--- src/shared/ledd_pkg.sv ---
// Constants shared by the LED driver control logic
package ledd_pkg;

  // ----------------------------------------
  // Geometry
  // ----------------------------------------
  localparam int NCH   = 16;  // Output channels
  localparam int GS_W  = 12;  // Grayscale bits per channel
  localparam int DC_W  = 6;   // Dot-correction bits per channel
  localparam int SR_GS = 192; // Shift length in grayscale mode
  localparam int SR_DC = 96;  // Shift length in dot-correction mode

  // ----------------------------------------
  // Timing
  // ----------------------------------------
  localparam int CLK_NS   = 8;    // mclk period
  localparam int STEP_NS  = 20;   // Stagger step between channels
  localparam int LOD_NS   = 1000; // Open-detect delay
  // Least time, so round up
  localparam int LOD_CYC  = (LOD_NS + CLK_NS - 1) / CLK_NS;
  localparam int MAX_DLY  = ((NCH - 1) * STEP_NS + CLK_NS - 1) / CLK_NS;
  localparam int PWM_MAX  = (1 << GS_W) - 1; // Counter saturates here

  // ----------------------------------------
  // Register map (byte addresses)
  // ----------------------------------------
  localparam logic [7:0] ADR_CTRL   = 8'h00;
  localparam logic [7:0] ADR_STATUS = 8'h04;
  localparam logic [7:0] ADR_LOD    = 8'h08;
  localparam logic [7:0] ADR_PWMCNT = 8'h0c;
  localparam int CTRL_ERR_EN    = 0;  // Error output enable
  localparam int CTRL_FRC_BLANK = 1;  // Software blanking
  localparam logic [1:0] CTRL_RST = 2'h1;
  localparam int ST_THERM  = 0;
  localparam int ST_OPEN   = 1;
  localparam int ST_MODE   = 2;
  localparam int ST_BLANK  = 3;
  localparam int ST_ERRPIN = 4;

  // ----------------------------------------
  // Status readback layout in the shift register
  // ----------------------------------------
  localparam int SID_LOD_MSB = 191; // Open-LED bits, channel 15 first
  localparam int SID_TEF     = 175; // Thermal flag after them

  // APB slave states
  typedef enum logic [1:0] {
    AP_IDLE = 2'b01,
    AP_RESP = 2'b10
  } ledd_apb_e;

  // Stagger in cycles for one channel, rounded up
  function automatic int chanDelay(input int idx);
    return (idx * STEP_NS + CLK_NS - 1) / CLK_NS;
  endfunction

endpackage

--- src/shared/ledd_chan_if.sv ---
// Channel switching signals between control logic and stagger stage
`timescale 1ns/1ps
interface ledd_chan_if;
  logic [15:0] rawOn;  // Undelayed on request per channel
  logic [15:0] chanOn; // Staggered on state per channel
  modport drv (output rawOn, input chanOn);
  modport stg (input rawOn, output chanOn);
endinterface

--- src/verilog/ledd_core.sv ---
// LED driver serial input, latch, PWM, error and APB status logic
`timescale 1ns/1ps
module ledd_core (
  input  wire logic        mclk,
  input  wire logic        rst,
  input  wire logic        psel,
  input  wire logic        penable,
  input  wire logic        pwrite,
  input  wire logic [7:0]  paddr,
  input  wire logic [31:0] pwdata,
  output logic [31:0]      prdata,
  output logic             pready,
  output logic             pslverr,
  input  wire logic        shiftClk,
  input  wire logic        serialIn,
  input  wire logic        latchStrobe,
  input  wire logic        blank,
  input  wire logic        modeSelect,
  input  wire logic        pwmRefClock,
  input  wire logic        overTemp,
  input  wire logic [15:0] openSense,
  input  wire logic        errorOutNIn,
  output logic             serialOut,
  output logic             errorOutNOut,
  output logic             errorOutNOe,
  output logic [15:0]      channelOutput
);

  // ----------------------------------------
  // Pin synchronisers
  // ----------------------------------------
  localparam int NPIN = 24;
  logic [NPIN-1:0] pinRaw;     // All asynchronous pins
  logic [NPIN-1:0] syncA_ff;   // First stage, read only by syncB_ff
  logic [NPIN-1:0] syncB_ff;   // Second stage, safe to use
  logic [NPIN-1:0] prevB_ff;   // Delayed copy for edge detection

  assign pinRaw = {errorOutNIn, openSense, overTemp, pwmRefClock,
                   modeSelect, blank, latchStrobe, serialIn, shiftClk};

  // Two flops before any logic looks at a pin
  always_ff @(posedge mclk) begin
    if (rst) begin
      syncA_ff <= '0;
      syncB_ff <= '0;
      prevB_ff <= '0;
    end else begin
      syncA_ff <= pinRaw;
      syncB_ff <= syncA_ff;
      prevB_ff <= syncB_ff;
    end
  end

  logic        shiftRise;   // Shift clock rising edge
  logic        serInS;      // Synchronised serial data
  logic        latchHigh;   // Strobe level
  logic        latchFall;   // Strobe high to low
  logic        blankS;      // Blanking pin level
  logic        modeDc;      // Dot-correction input mode
  logic        pwmRise;     // Grayscale reference edge
  logic        thermal;     // Thermal flag
  logic [15:0] openS;       // Per-channel low-voltage sense
  logic        errPinS;     // Level seen on the error wire

  assign shiftRise = syncB_ff[0] & ~prevB_ff[0];
  assign serInS    = syncB_ff[1];
  assign latchHigh = syncB_ff[2];
  assign latchFall = ~syncB_ff[2] & prevB_ff[2];
  assign blankS    = syncB_ff[3];
  assign modeDc    = syncB_ff[4]; // Tied high selects dot correction
  assign pwmRise   = syncB_ff[5] & ~prevB_ff[5];
  assign thermal   = syncB_ff[6]; // Follows the indication both ways
  assign openS     = syncB_ff[22:7];
  assign errPinS   = syncB_ff[23];

  // ----------------------------------------
  // APB register file
  // ----------------------------------------
  ledd_pkg::ledd_apb_e apbSt_ff;  // Slave state
  logic [1:0]  ctrl_ff;           // Control bits
  logic [31:0] prdata_ff;         // Read data
  logic        pready_ff;         // Ready, one cycle per access
  logic        pslverr_ff;        // Unmapped address answer
  logic        errEn;             // Error output allowed
  logic        blankEff;          // Pin or software blanking
  logic [15:0] lodBits_ff;        // Live open-LED errors
  logic [11:0] pwmCnt_ff;         // Grayscale counter
  logic [31:0] rdMux;             // Read data before the flop
  logic        adrOk;             // Address is mapped

  assign errEn    = ctrl_ff[ledd_pkg::CTRL_ERR_EN];
  assign blankEff = blankS | ctrl_ff[ledd_pkg::CTRL_FRC_BLANK];

  // Read decode
  always_comb begin
    rdMux = 32'h0000_0000;
    adrOk = 1'b1;
    case (paddr)
      ledd_pkg::ADR_CTRL: begin
        rdMux[1:0] = ctrl_ff;
      end
      ledd_pkg::ADR_STATUS: begin
        rdMux[ledd_pkg::ST_THERM]  = thermal;
        rdMux[ledd_pkg::ST_OPEN]   = |lodBits_ff;
        rdMux[ledd_pkg::ST_MODE]   = modeDc;
        rdMux[ledd_pkg::ST_BLANK]  = blankEff;
        rdMux[ledd_pkg::ST_ERRPIN] = errPinS;
      end
      ledd_pkg::ADR_LOD: begin
        rdMux[15:0] = lodBits_ff;
      end
      ledd_pkg::ADR_PWMCNT: begin
        rdMux[11:0] = pwmCnt_ff;
      end
      default: begin
        adrOk = 1'b0;
      end
    endcase
  end

  // One wait state; the write lands on the edge that sees pready
  always_ff @(posedge mclk) begin
    if (rst) begin
      apbSt_ff   <= ledd_pkg::AP_IDLE;
      ctrl_ff    <= ledd_pkg::CTRL_RST;
      prdata_ff  <= 32'h0000_0000;
      pready_ff  <= 1'b0;
      pslverr_ff <= 1'b0;
    end else begin
      case (apbSt_ff)
        ledd_pkg::AP_IDLE: begin
          if (psel && penable) begin
            prdata_ff  <= pwrite ? 32'h0000_0000 : rdMux;
            pslverr_ff <= ~adrOk;
            pready_ff  <= 1'b1;
            apbSt_ff   <= ledd_pkg::AP_RESP;
          end
        end
        ledd_pkg::AP_RESP: begin
          // Request is still held by the master here
          if (pwrite && paddr == ledd_pkg::ADR_CTRL) begin
            ctrl_ff <= pwdata[1:0];
          end
          pready_ff  <= 1'b0;
          pslverr_ff <= 1'b0;
          apbSt_ff   <= ledd_pkg::AP_IDLE;
        end
        default: begin
          pready_ff <= 1'b0;
          apbSt_ff  <= ledd_pkg::AP_IDLE;
        end
      endcase
    end
  end

  // ----------------------------------------
  // Shift register and data latches
  // ----------------------------------------
  logic [191:0] sr_ff;      // Input shift register
  logic [191:0] gsReg_ff;   // Active grayscale values
  logic [95:0]  dcReg_ff;   // Dot-correction values
  logic [191:0] sidWord;    // Status readback image

  // Status image: open bits on top, thermal flag below them
  always_comb begin
    sidWord = '0;
    sidWord[ledd_pkg::SID_LOD_MSB -: 16] = lodBits_ff;
    sidWord[ledd_pkg::SID_TEF] = thermal;
  end

  // Strobe fall reloads the shifter with status; wins over a shift
  always_ff @(posedge mclk) begin
    if (rst) begin
      sr_ff <= '0;
    end else if (latchFall) begin
      sr_ff <= sidWord;
    end else if (shiftRise) begin
      sr_ff <= {sr_ff[190:0], serInS};
    end
  end

  // Level-sensitive latch, so the register follows the shifter
  always_ff @(posedge mclk) begin
    if (rst) begin
      gsReg_ff <= '0;
      dcReg_ff <= '0;
    end else if (latchHigh) begin
      if (modeDc) begin
        dcReg_ff <= sr_ff[95:0];
      end else begin
        gsReg_ff <= sr_ff;
      end
    end
  end

  // Tap point gives the chain length of the current mode
  logic serialOut_ff;
  always_ff @(posedge mclk) begin
    if (rst) begin
      serialOut_ff <= 1'b0;
    end else begin
      serialOut_ff <= modeDc ? sr_ff[ledd_pkg::SR_DC-1]
                             : sr_ff[ledd_pkg::SR_GS-1];
    end
  end

  // ----------------------------------------
  // Grayscale PWM
  // ----------------------------------------
  // Counter runs on reference edges, held at zero while blanked
  always_ff @(posedge mclk) begin
    if (rst) begin
      pwmCnt_ff <= 12'h000;
    end else if (blankEff) begin
      pwmCnt_ff <= 12'h000;
    end else if (pwmRise && pwmCnt_ff != 12'(ledd_pkg::PWM_MAX)) begin
      pwmCnt_ff <= pwmCnt_ff + 12'h001;
    end
  end

  ledd_chan_if chIf ();

  // Gate before the delay line: a short low gap keeps its width
  // for every channel, even when it emerges after blanking returns
  always_comb begin
    for (int n = 0; n < ledd_pkg::NCH; n++) begin
      chIf.rawOn[n] = ~blankEff &&
                      (pwmCnt_ff < gsReg_ff[n*ledd_pkg::GS_W +: ledd_pkg::GS_W]);
    end
  end

  ledd_stagger uStagger (
    .mclk (mclk),
    .rst  (rst),
    .ch   (chIf.stg)
  );

  // Registered channel drive
  logic [15:0] chanOut_ff;
  always_ff @(posedge mclk) begin
    if (rst) begin
      chanOut_ff <= 16'h0000;
    end else begin
      chanOut_ff <= chIf.chanOn;
    end
  end

  // ----------------------------------------
  // Open-LED detection and error pin
  // ----------------------------------------
  logic [6:0] onTime_ff [0:15];  // Cycles each channel has been on

  // Error only after the channel has been on long enough
  always_ff @(posedge mclk) begin
    if (rst) begin
      for (int n = 0; n < ledd_pkg::NCH; n++) begin
        onTime_ff[n] <= 7'h00;
      end
      lodBits_ff <= 16'h0000;
    end else begin
      for (int n = 0; n < ledd_pkg::NCH; n++) begin
        if (!chanOut_ff[n]) begin
          onTime_ff[n] <= 7'h00;
        end else if (onTime_ff[n] != 7'(ledd_pkg::LOD_CYC)) begin
          onTime_ff[n] <= onTime_ff[n] + 7'h01;
        end
        lodBits_ff[n] <= chanOut_ff[n] && openS[n] &&
                         onTime_ff[n] == 7'(ledd_pkg::LOD_CYC);
      end
    end
  end

  // Pull low on thermal, or on open LED unless blanked
  logic errOe_ff;
  always_ff @(posedge mclk) begin
    if (rst) begin
      errOe_ff <= 1'b0;
    end else begin
      errOe_ff <= errEn && (thermal ||
                            ((|lodBits_ff) && !blankEff));
    end
  end

  // Open drain: the driven level is always low
  logic errOut_ff;
  always_ff @(posedge mclk) begin
    if (rst) begin
      errOut_ff <= 1'b0;
    end else begin
      errOut_ff <= 1'b0;
    end
  end

  assign prdata        = prdata_ff;
  assign pready        = pready_ff;
  assign pslverr       = pslverr_ff;
  assign serialOut     = serialOut_ff;
  assign errorOutNOut  = errOut_ff;
  assign errorOutNOe   = errOe_ff;
  assign channelOutput = chanOut_ff;

  // ----------------------------------------
  // Checks
  // ----------------------------------------
  AST_SHIFT_IN: assert property (@(posedge mclk) disable iff (rst)
    shiftRise && !latchFall |=> sr_ff[0] == $past(serInS) &&
      sr_ff[191:1] == $past(sr_ff[190:0]))
    else $error("Shift did not take serial bit");
  AST_GS_LATCH: assert property (@(posedge mclk) disable iff (rst)
    latchHigh && !modeDc |=> gsReg_ff == $past(sr_ff))
    else $error("Grayscale latch not transparent");
  AST_DC_LATCH: assert property (@(posedge mclk) disable iff (rst)
    latchHigh && modeDc |=> dcReg_ff == $past(sr_ff[95:0]) && $stable(gsReg_ff))
    else $error("Dot-correction latch wrong");
  AST_HOLD: assert property (@(posedge mclk) disable iff (rst)
    !latchHigh |=> $stable(gsReg_ff) && $stable(dcReg_ff))
    else $error("Latch changed while strobe low");
  AST_SERIAL_OUT: assert property (@(posedge mclk) disable iff (rst)
    ##1 serialOut == ($past(modeDc) ? $past(sr_ff[95]) : $past(sr_ff[191])))
    else $error("Serial output tap wrong");
  AST_SID: assert property (@(posedge mclk) disable iff (rst)
    latchFall |=> sr_ff[191:176] == $past(lodBits_ff) && sr_ff[175] == $past(thermal))
    else $error("Status not captured on strobe fall");
  AST_THERM_ERR: assert property (@(posedge mclk) disable iff (rst)
    errEn && thermal |=> errorOutNOe && !errorOutNOut)
    else $error("Thermal flag did not pull error low");
  AST_BLANK_MASK: assert property (@(posedge mclk) disable iff (rst)
    blankEff && !thermal |=> !errorOutNOe)
    else $error("Open flag not masked by blanking");
  AST_LOD_TIME: assert property (@(posedge mclk) disable iff (rst)
    !chanOut_ff[0] |=> !lodBits_ff[0] [*2])
    else $error("Open error without on time");
  AST_BLANK_OFF: assert property (@(posedge mclk) disable iff (rst)
    blankEff |-> chIf.rawOn == 16'h0000 ##1 pwmCnt_ff == 12'h000)
    else $error("Blanking did not clear counter and outputs");

endmodule

--- src/verilog/ledd_stagger.sv ---
// Per-channel switching delay line for inrush control
`timescale 1ns/1ps
module ledd_stagger (
  input wire logic mclk,
  input wire logic rst,
  ledd_chan_if.stg ch
);

  // ----------------------------------------
  // History of on requests
  // ----------------------------------------
  // Row k holds the requests of k+1 cycles ago
  logic [15:0] hist_ff [0:ledd_pkg::MAX_DLY];

  // Shift the history; on and off edges see the same delay
  always_ff @(posedge mclk) begin
    if (rst) begin
      for (int k = 0; k <= ledd_pkg::MAX_DLY; k++) begin
        hist_ff[k] <= 16'h0000;
      end
    end else begin
      hist_ff[0] <= ch.rawOn;
      for (int k = 1; k <= ledd_pkg::MAX_DLY; k++) begin
        hist_ff[k] <= hist_ff[k-1];
      end
    end
  end

  // Tap each channel at index times the step
  always_comb begin
    for (int n = 0; n < ledd_pkg::NCH; n++) begin
      if (ledd_pkg::chanDelay(n) == 0) begin
        ch.chanOn[n] = ch.rawOn[n];
      end else begin
        ch.chanOn[n] = hist_ff[ledd_pkg::chanDelay(n) - 1][n];
      end
    end
  end

  // Channel 0 is undelayed, channel 15 lags by the full span
  AST_STAG_FIRST: assert property (@(posedge mclk) disable iff (rst)
    ch.chanOn[0] == ch.rawOn[0]) else $error("Channel 0 delayed");
  AST_STAG_LAST: assert property (@(posedge mclk) disable iff (rst)
    $past(rst, 40) == 1'b0 |-> ch.chanOn[15] == $past(ch.rawOn[15], 38))
    else $error("Channel 15 stagger wrong");

endmodule

--- config.mk ---
export PLATFORM = sky130hd
export DESIGN_NAME = ledd_core
export DESIGN_NICKNAME = d
export VERILOG_FILES = /design/src/shared/ledd_pkg.sv /design/src/shared/ledd_chan_if.sv /design/src/verilog/ledd_core.sv /design/src/verilog/ledd_stagger.sv
export SDC_FILE = /design/constraint.sdc
export NUM_CORES = 2
export LEC_CHECK = 0
export BUFFER_PORTS_ARGS = -buffer_cell sky130_fd_sc_hd__clkbuf_2
export CORE_MARGIN = 2
export CORE_UTILIZATION = 50
export DETAILED_ROUTE_END_ITERATION = 8
export GPL_TIMING_DRIVEN = 0
export PLACE_DENSITY_LB_ADDON = 0.12
export SLEW_MARGIN = 25
export SYNTH_ARGS = -nofsm -noshare
export SYNTH_HDL_FRONTEND = slang
export SYNTH_SLANG_ARGS = --single-unit
--- constraint.sdc ---
create_clock -name mclk -period 2.6 [get_ports mclk]
set_input_delay 0.26 -clock mclk [delete_from_list [all_inputs] [get_ports mclk]]
set_output_delay 0.26 -clock mclk [all_outputs]
set_load 0.01 [all_outputs]
== Word level (Yosys, flattened, before mapping) ==
Memories as Yosys holds them, arrays and structs flattened.
Cells that the tools add are included.
Storage, ports and cells
  register bits: 522
  word-level logic and storage cells: 436
  output and inout bits: 53
  bits of input ports: 69
  bits in writable memories: 736
  memories: 2
Memory list
  uStagger.hist_ff: depth 39, bits a word 16, read ports 38, clocked after memory_dff 0, wr ports 39, line ledd_stagger.sv:13  | logic [15:0] hist_ff [0:ledd_pkg::MAX_DLY];
  onTime_ff: depth 16, bits a word 7, read ports 16, clocked after memory_dff 0, wr ports 16, line ledd_core.sv:251  | logic [6:0] onTime_ff [0:15];
Cells by class
  bitwise logic cells: 82
  eq/ne operators: 39
  magnitude comparators: 16
  reductions and logical operators: 67
  add/subtract/negate cells: 17
  multiplexer cells: 197
Operators with widths (number)
  $mux 16: 40
  $mux 192: 2
  $mux 7: 32
  $lt 12x12->1: 16
  $mux 1: 118
  $add 7x1->7 const B: 16
  $eq 7x7->1 const B: 16
  $ne 7x7->1 const B: 16
  $or 1x1->1: 72
  $logic_and 1x1->1: 53
  $eq 8x4->1 const B: 2
  $reduce_or 16->1: 1
  $pmux 7 s2: 1
  $add 12x1->12 const B: 1
  $ne 12x12->1 const B: 1
  $pmux 3 s3: 1
  $eq 8x3->1 const B: 1
  $logic_not 8->1: 1
  $pmux 2 s4: 1
  $reduce_and 2->1: 4
  $not 1->1: 7
  $reduce_or 2->1: 3
  $mux 4: 1
  $reduce_bool 2->1: 2
  8 further kinds: 10

== Logic depth before layout (Yosys ltp) ==
An unclocked memory read counts as a cell.
  word-level depth: 7
  mapped depth: 7
  gate-level depth less buffers: 7

== Hierarchy ==
A second synthesis with hierarchy kept.
Second synthesis, totals
  cell total of the unflattened synthesis: 3859
  area, all modules: 37056.8 sq um
By module, submodules not included
  ledd_core: instances 1, cells an instance 3201, seq. area each 13412.9 sq um, area each 27360.0 sq um
  ledd_stagger: instances 1, cells an instance 658, seq. area each 6085.8 sq um, area each 9696.8 sq um

== Least setup slack after synthesis ==
OpenSTA, ideal clock, no wires.
  path type: register to register
  start: register pwmCnt_ff[1]
  end: register pwmCnt_ff[7]
  cell stages (with the launch flop): 7
  buffers on the path: 0
  data required time: 2.472 ns
  setup time: 0.128 ns
  path slack: 0.708 ns
  arrival time: 1.764 ns
  period minus slack after synthesis: 1.892 ns
  cell sequence: dfxtp_1 > ha_1 > nand4_1 > or3_4 > nand4_1 > xor2_1 > nor2_1
Between the ends
  longest elaborated chain between the ends: 2
  elaborated cells between the ends (all ways): 3
  those cells by class: 1 x add/sub; 1 x eq/ne; 1 x reduce/logical
Ends and longest elaborated chain
  start, declared: line ledd_core.sv:87  | logic [11:0] pwmCnt_ff;
  start signal, assigned: line ledd_core.sv:217  | pwmCnt_ff <= pwmCnt_ff + 12'h001;
  parallel branches: the longest is 2 deep, another holds $add 12x1->12
Several ways; the timed one is not identified.
A chain may end at the register's enable or synchronous reset.

==> impl_results.md <==
* Outcome: completed
* Mux contribution to synthesized area at 0.274%
* CP Max Fanout at 10
* I/O pin count at 122
* Largest net degree at the start of global routing at 18
* Worst Tran Pin Value at 1.11 ns
* Horiz. Die Dim at 271 um
* Final Util at 58.4%
* Count of cell types in the netlist at 55
* Avg Cell Area, Syn at 9.23 um^2
* Peak Freq at 440 MHz
* Layout net count at 4360
* RSZ-0062 raised after global routing: no
* R2R cell count at 6
* Critical-path cell list: dlygate4sd3_1, clkbuf_2, buf_2, clkbuf_1, or3b_1
* Worst clock skew at 0.0184 ns
* Setup Crit Path Kind: in -> reg
* DRT iter0 DRCs at 1303
* Ys async rst share at 0%
* Post-synthesis xor/xnor area fraction at 2.11%
* Chip Height at 271 um
* Final period utilization at 87.5%
* First-pass GRT wire length at 125000 um
* Worst path bufs/invs at 4
* Slowest cell on crit path: clkbuf_1
* Leakage at 15.4 nW
* WL final at 77800 um
* Worst Path Arrival at 2.57 ns
* Hold_buf cts at 28
* DR vias at 25200
* Die area at 73400 um^2
* Reg2reg setup slack at 0.36 ns
* Largest family of logic cells by synthesized area: simple AND/OR/NAND/NOR gates
* Antenna violations before repair at 0
* EDFF count, synth at 112
* CTS tree: done
* Commonest non-fill, non-tap cell in the layout: nand2_1
* P&R area growth vs syn at 15.2%
* Antenna-violating nets left at 0
* Final-report setup violation count at 0
* Vias in the first global route at 23900
* Synthesized area at 35600 um^2
* Post-DP HPWL at 52600 um
* # diodes at 0
* CTS Sinks at 918
* Max incr delay on CP at 0.78 ns
* Synth Flop Type: dfxtp_1
* CTS clock-pin slew for the worst setup and hold paths at 0.06 ns
* GR Overflow Total at 0
* Avg WL per Cell at 15.3 um
* Final WS setup at 0.326 ns
* Number of port buffers at 72
* MaxCap Viol Count at 0
* Yosys synthesis warning count at 0
* Power Density at 708 nW/um^2
* Max transition margin at 25.8%
* WP depth at 5
* HP Class: in -> reg
* Seq/Total Area, Yosys at 54.7%
* Clock Path Buffers at 3
* VDD IR-drop max at 531 uV
* Initial Util at 50.7%
* Htree depth at 3
* Area after DPL at 37500 um^2
* CP required at 2.89 ns
* Post-synthesis compound-gate area fraction at 8.52%
* Fin Setup TNS at 0 ns
* Fin area at 41000 um^2
* DR pass1 iterations at 5
* CP Launch Type: input pin
* Hold depth at 3
* Synth Instances at 3860
* Slew Limit Fails at 0
* Core area at 70300 um^2
* Final Hold Viols at 0
* Simple-gate share of the synthesized area at 21.8%
* Top delay family on crit path: buffers and inverters
* Layout cells sized above 1 at 8.78%
* GP Congestion at 0.793
* Post_cts resized at 0
* Worst slack, placed at 0.201 ns
* CTS buffer count at 93
* Crit path capture type: register
* Worst-Skew Late Latency at 0.65 ns
* Adder-Cell Fraction of Synth Area at 7.34%
* Gr usage total at 21.1%
* Vias per cell at 4.95
* Drt drc at 0
* Root Driver: clkbuf_16
* Postcts setup bufs at 0
* Number of synthesized register bits at 918
* Most frequent cells in the layout: nand2_1, dfxtp_1, a21oi_1
* Site Rows at 97
* Final min period at 2.27 ns
==> Yosys cell counts (17+ instances only) <==
| master | n | area, um^2 |
|---|---|---|
| nand2_1 | 827 | 3100 |
| dfxtp_1 | 806 | 16100 |
| a21oi_1 | 467 | 2340 |
| nor2b_1 | 363 | 2270 |
| inv_1 | 225 | 845 |
| ha_1 | 209 | 2620 |
| nor2_1 | 196 | 736 |
| edfxtp_1 | 112 | 3360 |
| clkbuf_1 | 106 | 398 |
| nand4_1 | 75 | 469 |
| nand3_1 | 60 | 300 |
| xor2_1 | 60 | 526 |
| buf_2 | 57 | 285 |
| buf_4 | 32 | 240 |
| xnor2_1 | 26 | 228 |
| nand2b_1 | 22 | 138 |
| o21ai_0 | 22 | 110 |
| buf_1 | 20 | 75.1 |
| o21ai_1 | 20 | 100 |
| a21o_1 | 17 | 128 |
| a311oi_1 | 17 | 149 |
==> kinds of logic (layout without fill, tap and decap cells) <==
group | Yosys count | in the layout
other | 1 | 17
AND/OR/NAND/NOR | 1628 | 1628
flip-flops | 918 | 918
multiplexers | 7 | 7
adder cells (fa/ha/maj) | 209 | 209
XOR/XNOR | 86 | 86
AO/OA/AOI/OAI | 569 | 569
buffers and inverters | 442 | 722
==> path summary, 6_finish.rpt <==
kind                                               from                             end
worst min-delay path                             pwrite         ctrl_ff[0]$_SDFFE_PP1P_
worst min register to register  syncB_ff[22]$_SDFF_PP0_       lodBits_ff[15]$_SDFF_PP0_
worst max register to register   syncB_ff[2]$_SDFF_PP0_          sr_ff[39]$_SDFFE_PP0P_
worst max-delay path                                rst  onTime_ff[0][42]$_SDFFCE_PN0P_
==> where the power goes <==
| part | internal (mW) | switching (mW) |
|---|---|---|
| Combinational | 0.189 | 0.547 |
| Clock | 8.30 | 5.63 |
| Sequential | 14.4 | 0.0259 |
==> cell type report <==
cell class / count / area [um^2]
buffer: 216 / 1010
clock buffer: 136 / 2870
clock inverter: 33 / 384
fill: 6279 / 29200
inverter: 226 / 848
multi-input combinational: 2516 / 14300
sequential: 918 / 19500
tap: 940 / 1180
timing repair buffer: 111 / 906
==> state kept, by name, indices dropped and copies added (netlist names), 3 cells and up <==
register / flops
gsReg_ff: 192
pwmCnt_ff: 12
onTime_ff: 112
channelOutput: 16
syncB_ff: 24
uStagger.hist_ff: 304
lodBits_ff: 16
syncA_ff: 24
sr_ff: 192
prevB_ff: 3
prdata: 16
==> worst reg2reg max path, cell delays in order, from the launching register on <==
cell and delay [ns]:
dfxtp_1 0.34, nand2b_1 0.17, buf_2 0.17, nand2b_1 0.35, clkbuf_1 0.67, buf_2 0.35, a21oi_1 0.07
==> metal layers <==
layer  GRT usage (%)  vias to the layer above  part of all wire (%)
met5               0                        -                     0
met4            5.99                        0                   2.5
met3            3.40                      125                   4.5
met2            34.6                      400                    46
met1            28.8                    11700                    47
li1                -                    13000                     -
==> metrics by stage <==
stage	hold slack (ns)	cells	power, mW
6_report	0.0483	5096	29.0
3_5_place_dp	0.402	4899	15.4
2_1_floorplan	0.335	3876	15.1
5_1_grt	0.0389	5096	30.0
4_1_cts	0.00119	5096	29.3
3_3_place_gp	0.400	4888	15.4
(Power assumes the default switching activity.)
